### config.mk
export PLATFORM = sky130hd
export DESIGN_NAME = tcc_timer
export DESIGN_NICKNAME = d
export VERILOG_FILES = /design/src/logic/tcc_pkg.sv /design/src/logic/tcc_timer.sv
export SDC_FILE = /design/constraint.sdc
export NUM_CORES = 1
export LEC_CHECK = 0
export ABC_AREA = 0
export BUFFER_PORTS_ARGS = -buffer_cell sky130_fd_sc_hd__buf_2
export CAP_MARGIN = 25
export CORE_UTILIZATION = 47
export CTS_CLUSTER_SIZE = 12
export DETAILED_ROUTE_END_ITERATION = 12
export GPL_TIMING_DRIVEN = 1
export PLACE_DENSITY = 0.75
export SLEW_MARGIN = 10
export SYNTH_ARGS = -nofsm -noshare
export SYNTH_HDL_FRONTEND = slang
export SYNTH_SLANG_ARGS = --single-unit
### constraint.sdc
create_clock -name clk -period 7.5 [get_ports clk]
set_input_delay 1.5 -clock clk [delete_from_list [all_inputs] [get_ports clk]]
set_output_delay 1.5 -clock clk [all_outputs]
set_load 0.02 [all_outputs]
### src/logic/tcc_pkg.sv
// constants for the capture, compare and gated timer block
// assumes a 32-bit AHB-Lite slave port and a single 100 MHz clock
// How it works
// - mode 4 capture, 5 compare, 6 gated
// - capture mode counts; pin change raises capture
// - next cycle copy count, set flag, stay on
// - capture never stops or resets the count
// - capture mode match: reload one, set flag
// - capture and rollover share flag; irq gated
// - reset clears count; later capture and gated periods reload one
// - count writes ignored while clock gated off
// - written count governs only the first period
// - enable readback shows one only once effective
// - capture source select in second control register
// - polarity sets inactive input level
// - compare period end reloads zero, keeps counting
// - wrap-at-all-ones text loses to zero reload
// - period ends on edge after count equals compare
// - compare end toggles output; pin needs enable
// - interrupt enable lives in second control register
// - gated mode counts only at active input level
// - gated end reloads one, toggles, sets flag
// - flag cleared by writing one; no double irq
// - count write clears write-done, then sets it
package tcc_pkg;
   localparam logic [7:0] OFS_COUNT = 8'h00;
   localparam logic [7:0] OFS_MATCH = 8'h04;
   localparam logic [7:0] OFS_CAPT = 8'h08;
   localparam logic [7:0] OFS_FLAG = 8'h0C;
   localparam logic [7:0] OFS_CTRLA = 8'h10;
   localparam logic [7:0] OFS_CTRLB = 8'h18;
   // flag register fields
   localparam int FLAG_IRQ = 0;
   localparam int FLAG_WRDONE = 8;
   // primary control fields
   localparam int CA_MODE_LO = 0;
   localparam int CA_CLKEN = 4;
   localparam int CA_POL = 5;
   localparam int CA_EN = 7;
   // secondary control fields
   localparam int CB_CAPSEL_LO = 0;
   localparam int CB_IRQEN = 2;
   localparam int CB_OUTEN = 3;
   // modes
   localparam logic [3:0] MODE_CAPTURE = 4'h4;
   localparam logic [3:0] MODE_COMPARE = 4'h5;
   localparam logic [3:0] MODE_GATED = 4'h6;
   // capture sources
   localparam logic [1:0] CAP_ANY = 2'h0;
   localparam logic [1:0] CAP_RISE = 2'h1;
   localparam logic [1:0] CAP_FALL = 2'h2;
   // reset and reload values
   localparam logic [31:0] CNT_RESET = 32'h0000_0000;
   localparam logic [31:0] RELOAD_ONE = 32'h0000_0001;
   localparam logic [31:0] RELOAD_ZERO = 32'h0000_0000;
   localparam logic [31:0] REG_RESET = 32'h0000_0000;
   typedef enum logic [1:0] {BUS_IDLE, BUS_WAIT, BUS_LAST} tcc_bus_t;
endpackage

### src/logic/tcc_timer.sv
// capture, compare and gated timer with an AHB-Lite register slave
// assumes one clock, an asynchronous input pin and an external pad buffer
//
// Chosen here: the AHB-Lite slave port and the address map.
`timescale 1ns/10ps
`default_nettype none
module tcc_timer
(
   input wire logic clk,
   input wire logic nrst,
   input wire logic hsel,
   input wire logic [7:0] haddr,
   input wire logic [1:0] htrans,
   input wire logic hwrite,
   input wire logic [2:0] hsize,
   input wire logic [31:0] hwdata,
   input wire logic hready,
   output logic [31:0] hrdata,
   output logic hreadyout,
   output logic hresp,
   input wire logic tmrIn,
   output logic tmrOut,
   output logic irqOut
);
   import tcc_pkg::*;

   // ==========================================================
   // reset release
   logic rstA_q;
   logic rstB_q;
   logic rstn;
   always_ff @(posedge clk or negedge nrst)
   begin
      if (!nrst)
      begin
         rstA_q <= 1'b0;
         rstB_q <= 1'b0;
      end
      else
      begin
         rstA_q <= 1'b1;
         rstB_q <= rstA_q;
      end
   end
   assign rstn = rstB_q;

   // ==========================================================
   // register state
   logic [31:0] count_q;
   logic [31:0] matchLimit_q;
   logic [31:0] captured_q;
   logic irqFlag_q;
   logic wrDone_q;
   logic wrPend_q;
   logic [3:0] mode_q;
   logic clkEn_q;
   logic pol_q;
   logic en_q;
   logic enStat_q;
   logic [1:0] capSel_q;
   logic irqEn_q;
   logic outEn_q;
   logic outState_q;
   logic capPend_q;

   // ==========================================================
   // bus slave
   tcc_bus_t busSt_q;
   logic [7:0] addr_q;
   logic wr_q;
   logic [31:0] rdData_q;
   logic ready_q;
   logic wrStb;
   logic [31:0] rdMux;
   always_ff @(posedge clk or negedge rstn)
   begin
      if (!rstn)
      begin
         busSt_q <= BUS_IDLE;
         addr_q <= 8'h00;
         wr_q <= 1'b0;
         ready_q <= 1'b1;
      end
      else
      begin
         case (busSt_q)
            BUS_IDLE:
            begin
               if (hsel && htrans[1] && hready)
               begin
                  addr_q <= haddr;
                  wr_q <= hwrite;
                  ready_q <= 1'b0;
                  busSt_q <= BUS_WAIT;
               end
            end
            BUS_WAIT:
            begin
               ready_q <= 1'b1;
               busSt_q <= BUS_LAST;
            end
            BUS_LAST:
            begin
               if (hsel && htrans[1] && hready)
               begin
                  addr_q <= haddr;
                  wr_q <= hwrite;
                  ready_q <= 1'b0;
                  busSt_q <= BUS_WAIT;
               end
               else
               begin
                  busSt_q <= BUS_IDLE;
               end
            end
            default:
            begin
               busSt_q <= BUS_IDLE;
            end
         endcase
      end
   end
   assign wrStb = (busSt_q == BUS_WAIT) && wr_q;

   always_comb
   begin
      rdMux = REG_RESET;
      case (addr_q)
         OFS_COUNT: rdMux = count_q;
         OFS_MATCH: rdMux = matchLimit_q;
         OFS_CAPT: rdMux = captured_q;
         OFS_FLAG:
         begin
            rdMux[FLAG_IRQ] = irqFlag_q;
            rdMux[FLAG_WRDONE] = wrDone_q;
         end
         OFS_CTRLA:
         begin
            rdMux[CA_MODE_LO +: 4] = mode_q;
            rdMux[CA_CLKEN] = clkEn_q;
            rdMux[CA_POL] = pol_q;
            rdMux[CA_EN] = enStat_q;
         end
         OFS_CTRLB:
         begin
            rdMux[CB_CAPSEL_LO +: 2] = capSel_q;
            rdMux[CB_IRQEN] = irqEn_q;
            rdMux[CB_OUTEN] = outEn_q;
         end
         default: rdMux = REG_RESET;
      endcase
   end

   always_ff @(posedge clk or negedge rstn)
   begin
      if (!rstn)
      begin
         rdData_q <= REG_RESET;
      end
      else if (busSt_q == BUS_WAIT && !wr_q)
      begin
         rdData_q <= rdMux;
      end
   end

   assign hrdata = rdData_q;
   assign hreadyout = ready_q;
   assign hresp = 1'b0;

   // ==========================================================
   // control registers
   always_ff @(posedge clk or negedge rstn)
   begin
      if (!rstn)
      begin
         mode_q <= 4'h0;
         clkEn_q <= 1'b0;
         pol_q <= 1'b0;
         en_q <= 1'b0;
         capSel_q <= CAP_ANY;
         irqEn_q <= 1'b0;
         outEn_q <= 1'b0;
         matchLimit_q <= REG_RESET;
      end
      else if (wrStb)
      begin
         if (addr_q == OFS_CTRLA)
         begin
            mode_q <= hwdata[CA_MODE_LO +: 4];
            clkEn_q <= hwdata[CA_CLKEN];
            pol_q <= hwdata[CA_POL];
            en_q <= hwdata[CA_EN];
         end
         if (addr_q == OFS_CTRLB)
         begin
            capSel_q <= hwdata[CB_CAPSEL_LO +: 2];
            irqEn_q <= hwdata[CB_IRQEN];
            outEn_q <= hwdata[CB_OUTEN];
         end
         if (addr_q == OFS_MATCH)
         begin
            matchLimit_q <= hwdata;
         end
      end
   end

   // enable reads back only once the timer runs with it
   always_ff @(posedge clk or negedge rstn)
   begin
      if (!rstn)
      begin
         enStat_q <= 1'b0;
      end
      else
      begin
         enStat_q <= en_q;
      end
   end

   // ==========================================================
   // input pin synchroniser
   logic inA_q;
   logic inB_q;
   logic inC_q;
   logic inLvl_q;
   logic inRise;
   logic inFall;
   logic active;
   always_ff @(posedge clk or negedge rstn)
   begin
      if (!rstn)
      begin
         inA_q <= 1'b0;
         inB_q <= 1'b0;
         inC_q <= 1'b0;
      end
      else
      begin
         inA_q <= tmrIn;
         inB_q <= inA_q;
         inC_q <= inB_q;
      end
   end

   // level counts once second and third stages agree
   always_ff @(posedge clk or negedge rstn)
   begin
      if (!rstn)
      begin
         inLvl_q <= 1'b0;
      end
      else if (inB_q == inC_q)
      begin
         inLvl_q <= inC_q;
      end
   end
   assign inRise = (inB_q == inC_q) && inC_q && !inLvl_q;
   assign inFall = (inB_q == inC_q) && !inC_q && inLvl_q;
   assign active = inLvl_q != pol_q;

   // ==========================================================
   // counting
   logic tick;
   logic match;
   logic cntWr;
   logic periodEnd;
   logic capEvt;
   logic isCap;
   logic isCmp;
   logic isGate;
   assign tick = en_q && clkEn_q;
   assign match = count_q == matchLimit_q;
   assign cntWr = wrStb && (addr_q == OFS_COUNT) && clkEn_q;
   assign isCap = mode_q == MODE_CAPTURE;
   assign isCmp = mode_q == MODE_COMPARE;
   assign isGate = mode_q == MODE_GATED;
   assign periodEnd = tick && match && (isCap || isCmp || isGate);

   always_comb
   begin
      case (capSel_q)
         CAP_RISE: capEvt = inRise;
         CAP_FALL: capEvt = inFall;
         default: capEvt = inRise || inFall;
      endcase
      capEvt = capEvt && tick && isCap;
   end

   always_ff @(posedge clk or negedge rstn)
   begin
      if (!rstn)
      begin
         count_q <= CNT_RESET;
      end
      else if (cntWr)
      begin
         count_q <= hwdata;
      end
      else if (tick)
      begin
         if (isCap)
         begin
            count_q <= match ? RELOAD_ONE : count_q + 32'h0000_0001;
         end
         else if (isCmp)
         begin
            count_q <= match ? RELOAD_ZERO : count_q + 32'h0000_0001;
         end
         else if (isGate)
         begin
            if (match)
            begin
               count_q <= RELOAD_ONE;
            end
            else if (active)
            begin
               count_q <= count_q + 32'h0000_0001;
            end
         end
      end
   end

   // capture register loads the cycle after the event
   always_ff @(posedge clk or negedge rstn)
   begin
      if (!rstn)
      begin
         capPend_q <= 1'b0;
         captured_q <= REG_RESET;
      end
      else
      begin
         capPend_q <= capEvt;
         if (capPend_q)
         begin
            captured_q <= count_q;
         end
         else if (wrStb && addr_q == OFS_CAPT && clkEn_q)
         begin
            captured_q <= hwdata;
         end
      end
   end

   // ==========================================================
   // flags and outputs
   always_ff @(posedge clk or negedge rstn)
   begin
      if (!rstn)
      begin
         irqFlag_q <= 1'b0;
      end
      else if (periodEnd || capPend_q)
      begin
         irqFlag_q <= 1'b1;
      end
      else if (wrStb && addr_q == OFS_FLAG && hwdata[FLAG_IRQ])
      begin
         irqFlag_q <= 1'b0;
      end
   end

   always_ff @(posedge clk or negedge rstn)
   begin
      if (!rstn)
      begin
         wrDone_q <= 1'b0;
         wrPend_q <= 1'b0;
      end
      else
      begin
         wrPend_q <= cntWr;
         if (cntWr)
         begin
            wrDone_q <= 1'b0;
         end
         else if (wrPend_q)
         begin
            wrDone_q <= 1'b1;
         end
      end
   end

   always_ff @(posedge clk or negedge rstn)
   begin
      if (!rstn)
      begin
         outState_q <= 1'b0;
      end
      else if (periodEnd && (isCmp || isGate))
      begin
         outState_q <= !outState_q;
      end
   end

   always_ff @(posedge clk or negedge rstn)
   begin
      if (!rstn)
      begin
         tmrOut <= 1'b0;
         irqOut <= 1'b0;
      end
      else
      begin
         tmrOut <= outEn_q ? (outState_q ^ pol_q) : pol_q;
         irqOut <= irqFlag_q && irqEn_q;
      end
   end
endmodule
`default_nettype wire

== Yosys cells after proc, flatten, opt, wreduce, memory -nomap -nowiden ==
Cells that the tools add are included.

* Logic and storage cells: 123
* Output and inout port bits: 36
* Register bits: 165
* Bits of input ports: 51

* Bitwise gates (word level): 1
* Muxes and demuxes: 29
* Reductions and logical operators: 46
* Add/subtract/negate cells: 1
* Eq/ne operators: 17

{| class="wikitable"
|+ Operators by type and width
! cell !! number
|-
| 32-bit two-way mux || 11
|-
| 23-bit case mux with 3 select lines || 1
|-
| 32-bit by 1-bit adder with 32-bit output, second input constant || 1
|-
| 32-bit equality test || 1
|-
| 1-bit logical AND || 21
|-
| 8-bit by 4-bit equality test with 1-bit output, second input constant || 2
|-
| 8-bit by 5-bit equality test with 1-bit output, second input constant || 2
|-
| 3-bit case mux with 5 select lines || 1
|-
| 4-bit by 3-bit equality test with 1-bit output, second input constant || 3
|-
| 2-bit AND reduction || 5
|-
| 2-bit nonzero test || 5
|-
| 8-bit by 3-bit equality test with 1-bit output, second input constant || 1
|-
| 8-bit zero test || 1
|-
| 1-bit case mux with 4 select lines || 2
|-
| 2-bit case mux with 4 select lines || 1
|-
| 1-bit two-way mux || 7
|-
| 1-bit case mux with 6 select lines || 1
|-
| 2-bit case mux with 3 select lines || 1
|-
| 1-bit logical OR || 5
|-
| 5-bit nonzero test || 1
|-
| 2-bit by 1-bit equality test with 1-bit output, second input constant || 2
|-
| 2-bit equality test, second input constant || 2
|-
| 1-bit zero test || 4
|-
| 1-bit case mux with 2 select lines || 2
|-
| other kinds (11) || 11
|}

== Depth between registers and ports, before layout ==
Gate-level depths: netlist (run 1).

* Word-level depth: 8
* Mapped depth: 10
* Gate-level depth less buffers: 9

== Worst setup path after synthesis (run 1) ==
OpenSTA, ideal clock, no wires.

* Kind: input -> register
* Start point: in htrans[1]
* End point: reg addr_q[3]
* Slack: 5.116 ns
* Required time: 7.367 ns
* Stages on the path: 4
* Setup time: 0.133 ns
* Arrival: 2.251 ns
* Buffers on the path: 1
* Cell sequence: nand4b_1 > inv_1 > clkbuf_1 > o21ai_0

* Longest elaborated chain between the ends: 3

{| class="wikitable"
|+ RTL lines
! element !! RTL line !! RTL
|-
| start, declared || tcc_timer.sv:13 || <nowiki>input wire logic [1:0] htrans,</nowiki>
|-
| 1-bit logical AND (2 in a row) || tcc_timer.sv:89, tcc_timer.sv:104 ||
|-
| 2-bit AND reduction (no line) || n/a ||
|-
| end signal, assigned || tcc_timer.sv:91 || <nowiki>addr_q <= haddr;</nowiki>
|-
| end signal, assigned || tcc_timer.sv:106 || <nowiki>addr_q <= haddr;</nowiki>
|-
| end, declared || tcc_timer.sv:69 || <nowiki>logic [7:0] addr_q;</nowiki>
|}

No other way between the ends.
A chain may end at the register's enable or synchronous reset.

== Worst setup path in the final report (run 1) ==
* Start point: reg addr_q[2]
* End point: reg count_q[12]

* Longest elaborated chain between the ends: 5
* Elaborated cells between the ends (all ways): 8
* Those cells by class: 1 x mux; 7 x reduce/logical

{| class="wikitable"
|+ RTL lines
! element !! RTL line !! RTL
|-
| 8-bit zero test * || tcc_timer.sv:273 || <nowiki>assign cntWr = wrStb && (addr_q == OFS_COUNT) && clkEn_q;</nowiki>
|-
| 1-bit logical AND * (2 in a row) || tcc_timer.sv:273 ||
|-
| 5-bit nonzero test (no line), or another cell as far along || n/a ||
|-
| 3-bit AND reduction (no line) || n/a ||
|-
| end signal, assigned || tcc_timer.sv:297 || <nowiki>count_q <= hwdata;</nowiki>
|-
| end signal, assigned || tcc_timer.sv:303 || <nowiki>count_q <= match ? RELOAD_ONE : count_q + 32'h0000_0001;</nowiki>
|-
| end signal, assigned || tcc_timer.sv:307 || <nowiki>count_q <= match ? RELOAD_ZERO : count_q + 32'h0000_0001;</nowiki>
|-
| end, declared || tcc_timer.sv:49 || <nowiki>logic [31:0] count_q;</nowiki>
|}

Mark *: on every way between the ends. The rest lies on a longest branch, timed or not.

==> out/qor.txt, run 1 <==
CP Class -> flop to flop
Tot Pwr -> 2.14 mW
Hold-fix buffers, CTS -> 0
P_int -> 1.56 mW
ANT nets after route -> 0
CP arrival -> 3.87 ns
Final Hold Viols -> 0
post-synthesis sequential area ratio -> 0.488
worst-path maximum fanout -> 37
post-cts resize count -> 0
final setup fails -> 0
Max-Cap Viols -> 0
Routed WL -> 21,200 µm
power per cell area -> 224 nW/µm²
Synth Net Count -> 886
Mean Syn Cell Area -> 10.2 µm²
max-slew violation count -> 0
Die Y -> 136 µm
flops & latches, synth -> 165
dpl ws -> 4.01 ns
Netlist Area Pre-Place -> 8460 µm²
most frequent CP cell -> buf_4
min-delay worst type -> flop to asynchronous set/reset pin
crit share post-route -> 0.474
Post-Layout Inst Area -> 9570 µm²
nets -> 936
Clk pwr share -> 0.400
first-pass GRT wire length -> 34,500 µm
Die W -> 136 µm
M1 WL -> 9640 µm
Area growth syn-to-layout -> 13.0%
Slowest cell on crit path -> or3_1
clock sinks -> 165
Post-synth EDFFs -> 0
Final TNS setup -> 0 ns
Worst setup SP type -> flop
Cell Rows -> 48
core area -> 17,400 µm²
min cycle time layout -> 3.55 ns
fraction of registers with async set/reset -> 1.00
DR WL met2 -> 9980 µm
CP top delay family -> simple AND/OR/NAND/NOR gates
Cells after Synth -> 830
CTS Root Cell -> clkbuf_16
met3 wire len -> 1130 µm
1st-pass router iterations -> 5
peak supply drop -> 0.000160 V
setup ws final -> 3.95 ns
synth unique cells -> 68
Post-DP Area -> 8950 µm²
Synth Flop Type -> dfrtp_1
Port-buffer cells -> 81
placed insts -> 1,084
vias per cell -> 5.94
GRT Total Usage -> 0.244
run status -> finished, final reports clean
Ant. Diodes -> 0
sequential share of power -> 0.460
CP Cell Sequence -> buf_4, or4_1, nor2_2, nand3_1, buf_4, inv_2, or3_1, nor3_1, a221o_1
Clock Latency Late Sink -> 0.43 ns
number of global-route vias before repair -> 6,462
buffer and inverter count on the worst path -> 3
Non-Filler Instances -> 1,117
clock tree buffer depth -> 2
clock-pin slew on the worst setup and hold paths -> 0.06 ns
Critical Path Sink Type -> flop
Syn. warnings -> 0
Routed WL per cell -> 19.0 µm
Net Sw Frac -> 0.270
Num CTS Buffers -> 17
Layout Skew -> 0.00876 ns
CP Data Required Time -> 7.82 ns
Slew headroom -> 0.475
io pins -> 87
initial core utilization -> 0.486
antenna violations before repair -> 0
CP peak stage delay -> 0.59 ns
largest net degree at the start of global routing -> 75
Achievable Freq -> 281 MHz
DRC -> 0
Vias -> 6,634
setup bufs post-CTS -> 0
Die ar. -> 18,500 µm²
routability cong. -> 0.868
Top Layer Used -> met4
Static Leak -> 4.14 nW
H-tree levels -> 4
initial drt markers -> 552
gr ovfl total -> 0
Slew @ Worst Pin -> 0.788 ns
RSZ-0062 raised after global routing -> false
Comb pwr share -> 0.140
Psw -> 0.577 mW
HPWL after DPL -> 14,000 µm
share of layout cells above drive strength 1 -> 0.205
CTS tree -> done
==> cell families (layout without fill, tap and decap cells) <==
logic type      after synthesis  after routing  share of synthesized area
fa+ha+maj                     5              5                    0.00739
mux                         102            102                      0.128
flops                       165            165                      0.488
buf+inv                      77            139                     0.0417
simple gates                261            261                      0.148
compound gates              182            182                      0.148
other cells                   2              2                   0.000888
xor+xnor                     36             36                     0.0373
==> sequential cells by signal, indices dropped and copies added (netlist names), 2 cells and up <==
signal	flops
captured_q	32
hrdata	32
mode_q	4
count_q	32
capSel_q	2
busSt_q	2
addr_q	8
matchLimit_q	32
==> layout by cell type, fill, tap and decap left out, drive strengths merged, types with 16 or more instances in the layout <==
cell type  instances
o211ai            16
mux2i             60
nor2              28
buf               95
o21ai             72
dfrtp            164
mux2              41
a22o              28
xor2              33
clkbuf            22
nand3             33
nand2            132
==> Yosys cell counts (5+ instances only) <==
cell type | n | share of area
buf_4 | 5 | 0.0044
o211ai_1 | 16 | 0.014
inv_1 | 12 | 0.0053
dfrtp_1 | 164 | 0.48
o21ai_1 | 32 | 0.019
o311ai_1 | 5 | 0.0052
a22oi_1 | 9 | 0.0080
xor2_1 | 33 | 0.034
or3_1 | 8 | 0.0059
ha_1 | 5 | 0.0074
nand2_1 | 130 | 0.058
clkbuf_1 | 18 | 0.0080
nor2_1 | 27 | 0.012
buf_1 | 5 | 0.0022
mux2i_1 | 60 | 0.071
and3_1 | 6 | 0.0044
nand4_1 | 9 | 0.0067
mux2_2 | 41 | 0.055
a21oi_1 | 12 | 0.0071
or4_1 | 7 | 0.0062
a22o_1 | 28 | 0.029
buf_2 | 35 | 0.021
nand3_1 | 32 | 0.019
nor4_1 | 10 | 0.0074
o21ai_0 | 39 | 0.023
a31oi_1 | 7 | 0.0052
o311ai_0 | 10 | 0.010
==> per-layer routing <==
layer  vias up  global-route usage
li1       3090                   -
met1      3302               0.337
met2       210               0.375
met3        32              0.0488
met4         0              0.0938
met5         -                   0
==> final timing paths <==
check	from	endpoint	slack, ns	cells past startpoint
hold reg to reg	rstB_q$_DFF_PN0_	hrdata[14]$_DFFE_PN0P_	0.27	0
hold / removal	rstB_q$_DFF_PN0_	hrdata[14]$_DFFE_PN0P_	0.27	0
setup / recovery	addr_q[2]$_DFFE_PN0P_	count_q[12]$_DFFE_PN0P_	3.95	9
min in group clk	inA_q$_DFF_PN0_	inB_q$_DFF_PN0_	0.36	0
max in group asynchronous	rstB_q$_DFF_PN0_	capPend_q$_DFF_PN0_	6.02	1
setup reg to reg	addr_q[2]$_DFFE_PN0P_	count_q[12]$_DFFE_PN0P_	3.95	9
==> layout make-up <==
class | count | area, µm²
multi-input cells | 588 | 3990
flip-flops and latches | 165 | 4140
repair buffers | 95 | 543
clock inverters | 9 | 105
clock buffers | 22 | 464
well taps | 225 | 282
inverters | 13 | 48.8
fillers | 1520 | 7850
==> through the flow <==
| step | utilization | hold slack, ns |
|---|---|---|
| final | 0.549 | 0.274 |
| after global routing | 0.549 | 0.310 |
| after CTS | 0.546 | 0.289 |
| after detailed placement | 0.514 | 0.284 |
| after global placement | 0.513 | 0.280 |
| after floorplan | - | 0.331 |
==> power groups by stage <==
stage / combinational [mW] / sequential, mW / clock, mW
finish: 0.299 / 0.984 / 0.855
global route: 0.330 / 0.993 / 0.901
CTS: 0.298 / 0.985 / 0.863
detailed placement: 0.297 / 1.00 / 0
global placement: 0.292 / 0.997 / 0
floorplan: 0.159 / 1.03 / 0
Power figures use the tool's default switching activity.
==> run 2: changes to the inputs <==
- ABC_AREA: 0 -> 1
- clock period: 7.5 -> 3.65 ns (I/O delays scaled with it)
==> out/qor.txt, run 2 <==
run status -> finished, final reports clean
Synth Area in Simple Gates -> 0.295 (+0.146)
nets -> 1,337 (+43%)
gr ovfl total -> 0 (unchanged)
synth unique cells -> 40 (-41%)
Commonest cells post-synth -> nand2_1, dfrtp_1, inv_1
CP Class -> flop to flop
CTS tree -> done
Non-Filler Instances -> 1,554 (+39%)
Num CTS Buffers -> 17 (unchanged)
largest family of logic cells by synthesized area -> simple AND/OR/NAND/NOR gates
vias per cell -> 5.30 (-11%)
Layout Skew -> 0.0113 ns (+0.00259 ns)
Clock Latency Late Sink -> 0.44 ns (about the same)
placed insts -> 1,522 (+40%)
Die W -> 141 µm (+3.5%)
Critical Path Sink Type -> flop
GRT Total Usage -> 0.259 (+0.0152)
min-delay worst type -> input pin to asynchronous set/reset pin
first-pass GRT wire length -> 40,000 µm (+16%)
crit share post-route -> 0.736 (+0.262)
Yosys top cell area share -> 0.452 (-0.0330)
commonest non-fill, non-tap cells in the layout -> nand2_1, dfrtp_1, inv_1
fraction of registers with async set/reset -> 1.00 (unchanged)
Syn. warnings -> 0 (unchanged)
core area -> 18,800 µm² (+8.1%)
min cycle time layout -> 2.69 ns (-0.866 ns)
final core occ -> 0.541 (-0.00788)
Routed WL per cell -> 15.7 µm (-18%)
Achievable Freq -> 372 MHz (+32%)
top-count cell post-synth -> nand2_1
power per cell area -> 654 nW/µm² (+190%)
dpl ws -> 1.04 ns (-2.97 ns)
CP Data Required Time -> 3.96 ns (-3.86 ns)
setup ws final -> 0.964 ns (-2.98 ns)
Die ar. -> 19,900 µm² (+7.2%)
antenna violations before repair -> 0 (unchanged)
Slew @ Worst Pin -> 0.805 ns (+0.0176 ns)
post-synthesis adder-cell area fraction -> 0.00689 (-0.000502)
CP arrival -> 3.00 ns (-0.87 ns)
Synth Net Count -> 1,291 (+46%)
share of layout cells above drive strength 1 -> 0.123 (-0.0823)
clock tree buffer depth -> 2 (unchanged)
Ant. Diodes -> 0 (unchanged)
Static Leak -> 5.48 nW (+32%)
post-cts resize count -> 0 (unchanged)
flops & latches, synth -> 165 (unchanged)
main area contributors after synthesis -> dfrtp_1, nand2_1, o21ai_0
Synth Flop Type -> dfrtp_1
ANT nets after route -> 0 (unchanged)
Synth Area in Compound Gates -> 0.101 (-0.0467)
Final Hold Viols -> 0 (unchanged)
H-tree levels -> 4 (unchanged)
xor and xnor area share after synthesis -> 0.0424 (+0.00519)
Tot Pwr -> 6.67 mW (+210%)
initial core utilization -> 0.482 (-0.00372)
post-synthesis sequential area ratio -> 0.455 (-0.0332)
Slew headroom -> 0.462 (-0.0130)
max-slew violation count -> 0 (unchanged)
Max-Cap Viols -> 0 (unchanged)
largest net degree at the start of global routing -> 110 (+47%)
clock sinks -> 165 (unchanged)
CTS Root Cell -> clkbuf_16
Cell Rows -> 50 (+4.2%)
HPWL after DPL -> 17,000 µm (+21%)
routability cong. -> 0.918 (+5.8%)
clock-pin slew on the worst setup and hold paths -> 0.07 ns (about the same)
multiplexer share of the synthesized area -> 0.0149 (-0.113)
setup bufs post-CTS -> 0 (unchanged)
Yosys top cell by area -> dfrtp_1
number of global-route vias before repair -> 7,754 (+20%)
Post-synth EDFFs -> 0 (unchanged)
peak supply drop -> 0.000345 V (+120%)
commonest non-fill, non-tap cell in the layout -> nand2_1
Worst setup SP type -> flop
1st-pass router iterations -> 5 (unchanged)
initial drt markers -> 847 (+53%)
worst-path maximum fanout -> 31 (-16%)
Final TNS setup -> 0 ns (unchanged)
Cells after Synth -> 1,235 (+49%)
DRC -> 0 (unchanged)
Area growth syn-to-layout -> 12.3%
Mean Syn Cell Area -> 7.35 µm² (-28%)
Die Y -> 141 µm (+3.5%)
Vias -> 8,239 (+24%)
r2r setup slk -> 0.96 ns (-2.98 ns)
Port-buffer cells -> 81 (unchanged)
Hold-fix buffers, CTS -> 0 (unchanged)
RSZ-0062 raised after global routing -> false
io pins -> 87 (unchanged)
Netlist Area Pre-Place -> 9080 µm² (+7.3%)
Routed WL -> 24,300 µm (+15%)
final setup fails -> 0 (unchanged)
==> run 2: changes by cell type in the layout (fill, tap and decap cells not counted), sizes merged, moves of 22 or more <==
cell,delta
mux2i,-60
inv,+106
a22o,-28
nor2,+78
mux2,-29
xnor2,+22
nand2,+340
==> run 2: area by class of cell <==
| type | count | area (µm²) |
|---|---|---|
| Clock buffer | 19 | 453 |
| Clock inverter | 13 | 124 |
| Fill cell | 1728 | 8640 |
| Inverter | 116 | 435 |
| Multi-Input combinational cell | 887 | 4190 |
| Sequential cell | 165 | 4130 |
| Tap cell | 260 | 325 |
| Timing Repair Buffer | 94 | 536 |
==> run 2: stage by stage <==
stage          area (µm²)  hold slack, ns
2_1_floorplan        9080           0.331
3_3_place_gp         9590           0.156
3_5_place_dp         9620           0.158
4_1_cts             10200          0.0499
5_1_grt             10200          0.0550
6_report            10200          0.0654
==> run 2: path summary, 6_finish.rpt <==
check / start / end / cells past startpoint
max: addr_q[7]$_DFFE_PN0P_ / count_q[24]$_DFFE_PN0P_ / 12
min: nrst / rstB_q$_DFF_PN0_ / 1
max reg2reg: addr_q[7]$_DFFE_PN0P_ / count_q[24]$_DFFE_PN0P_ / 12
min reg2reg: rstB_q$_DFF_PN0_ / capSel_q[1]$_DFFE_PN0P_ / 0
max in group asynchronous: rstB_q$_DFF_PN0_ / hrdata[17]$_DFFE_PN0P_ / 1
min in group clk: inA_q$_DFF_PN0_ / inB_q$_DFF_PN0_ / 0
==> run 2: where the power goes <==
group	switching (mW)	internal [mW]	total [mW]
Clock	0.784	0.984	1.77
Sequential	0.336	2.08	2.42
Combinational	1.56	0.921	2.48
Total	2.68	3.99	6.67
==> run 2: worst max-delay path: stages (launching register included) <==
cell,delay [ns]
dfrtp_1,0.36
inv_1,0.07
nand2_1,0.08
nor3_2,0.24
nand2_1,0.33
nor2_4,0.43
inv_2,0.23
o21ai_2,0.11
inv_2,0.06
nand2_4,0.14
inv_2,0.27
nand2_1,0.13
nand3_1,0.08
==> run 2: metal layers <==
layer	global-route usage	vias to the layer above	routed length (µm)
met2	0.390	338	10700
met3	0.0550	39	2070
li1	-	3981	-
met4	0.0875	0	437
met1	0.370	3881	11100
met5	0	-	0
==> run 2: cell families (layout without fill, tap and decap cells) <==
family          after synthesis  count (layout)
fa+ha+maj                     5               5
compound gates              164             164
buf+inv                     183             242
flops                       165             165
mux                          12              12
xor+xnor                     44              44
other cells                   2               2
simple gates                660             660
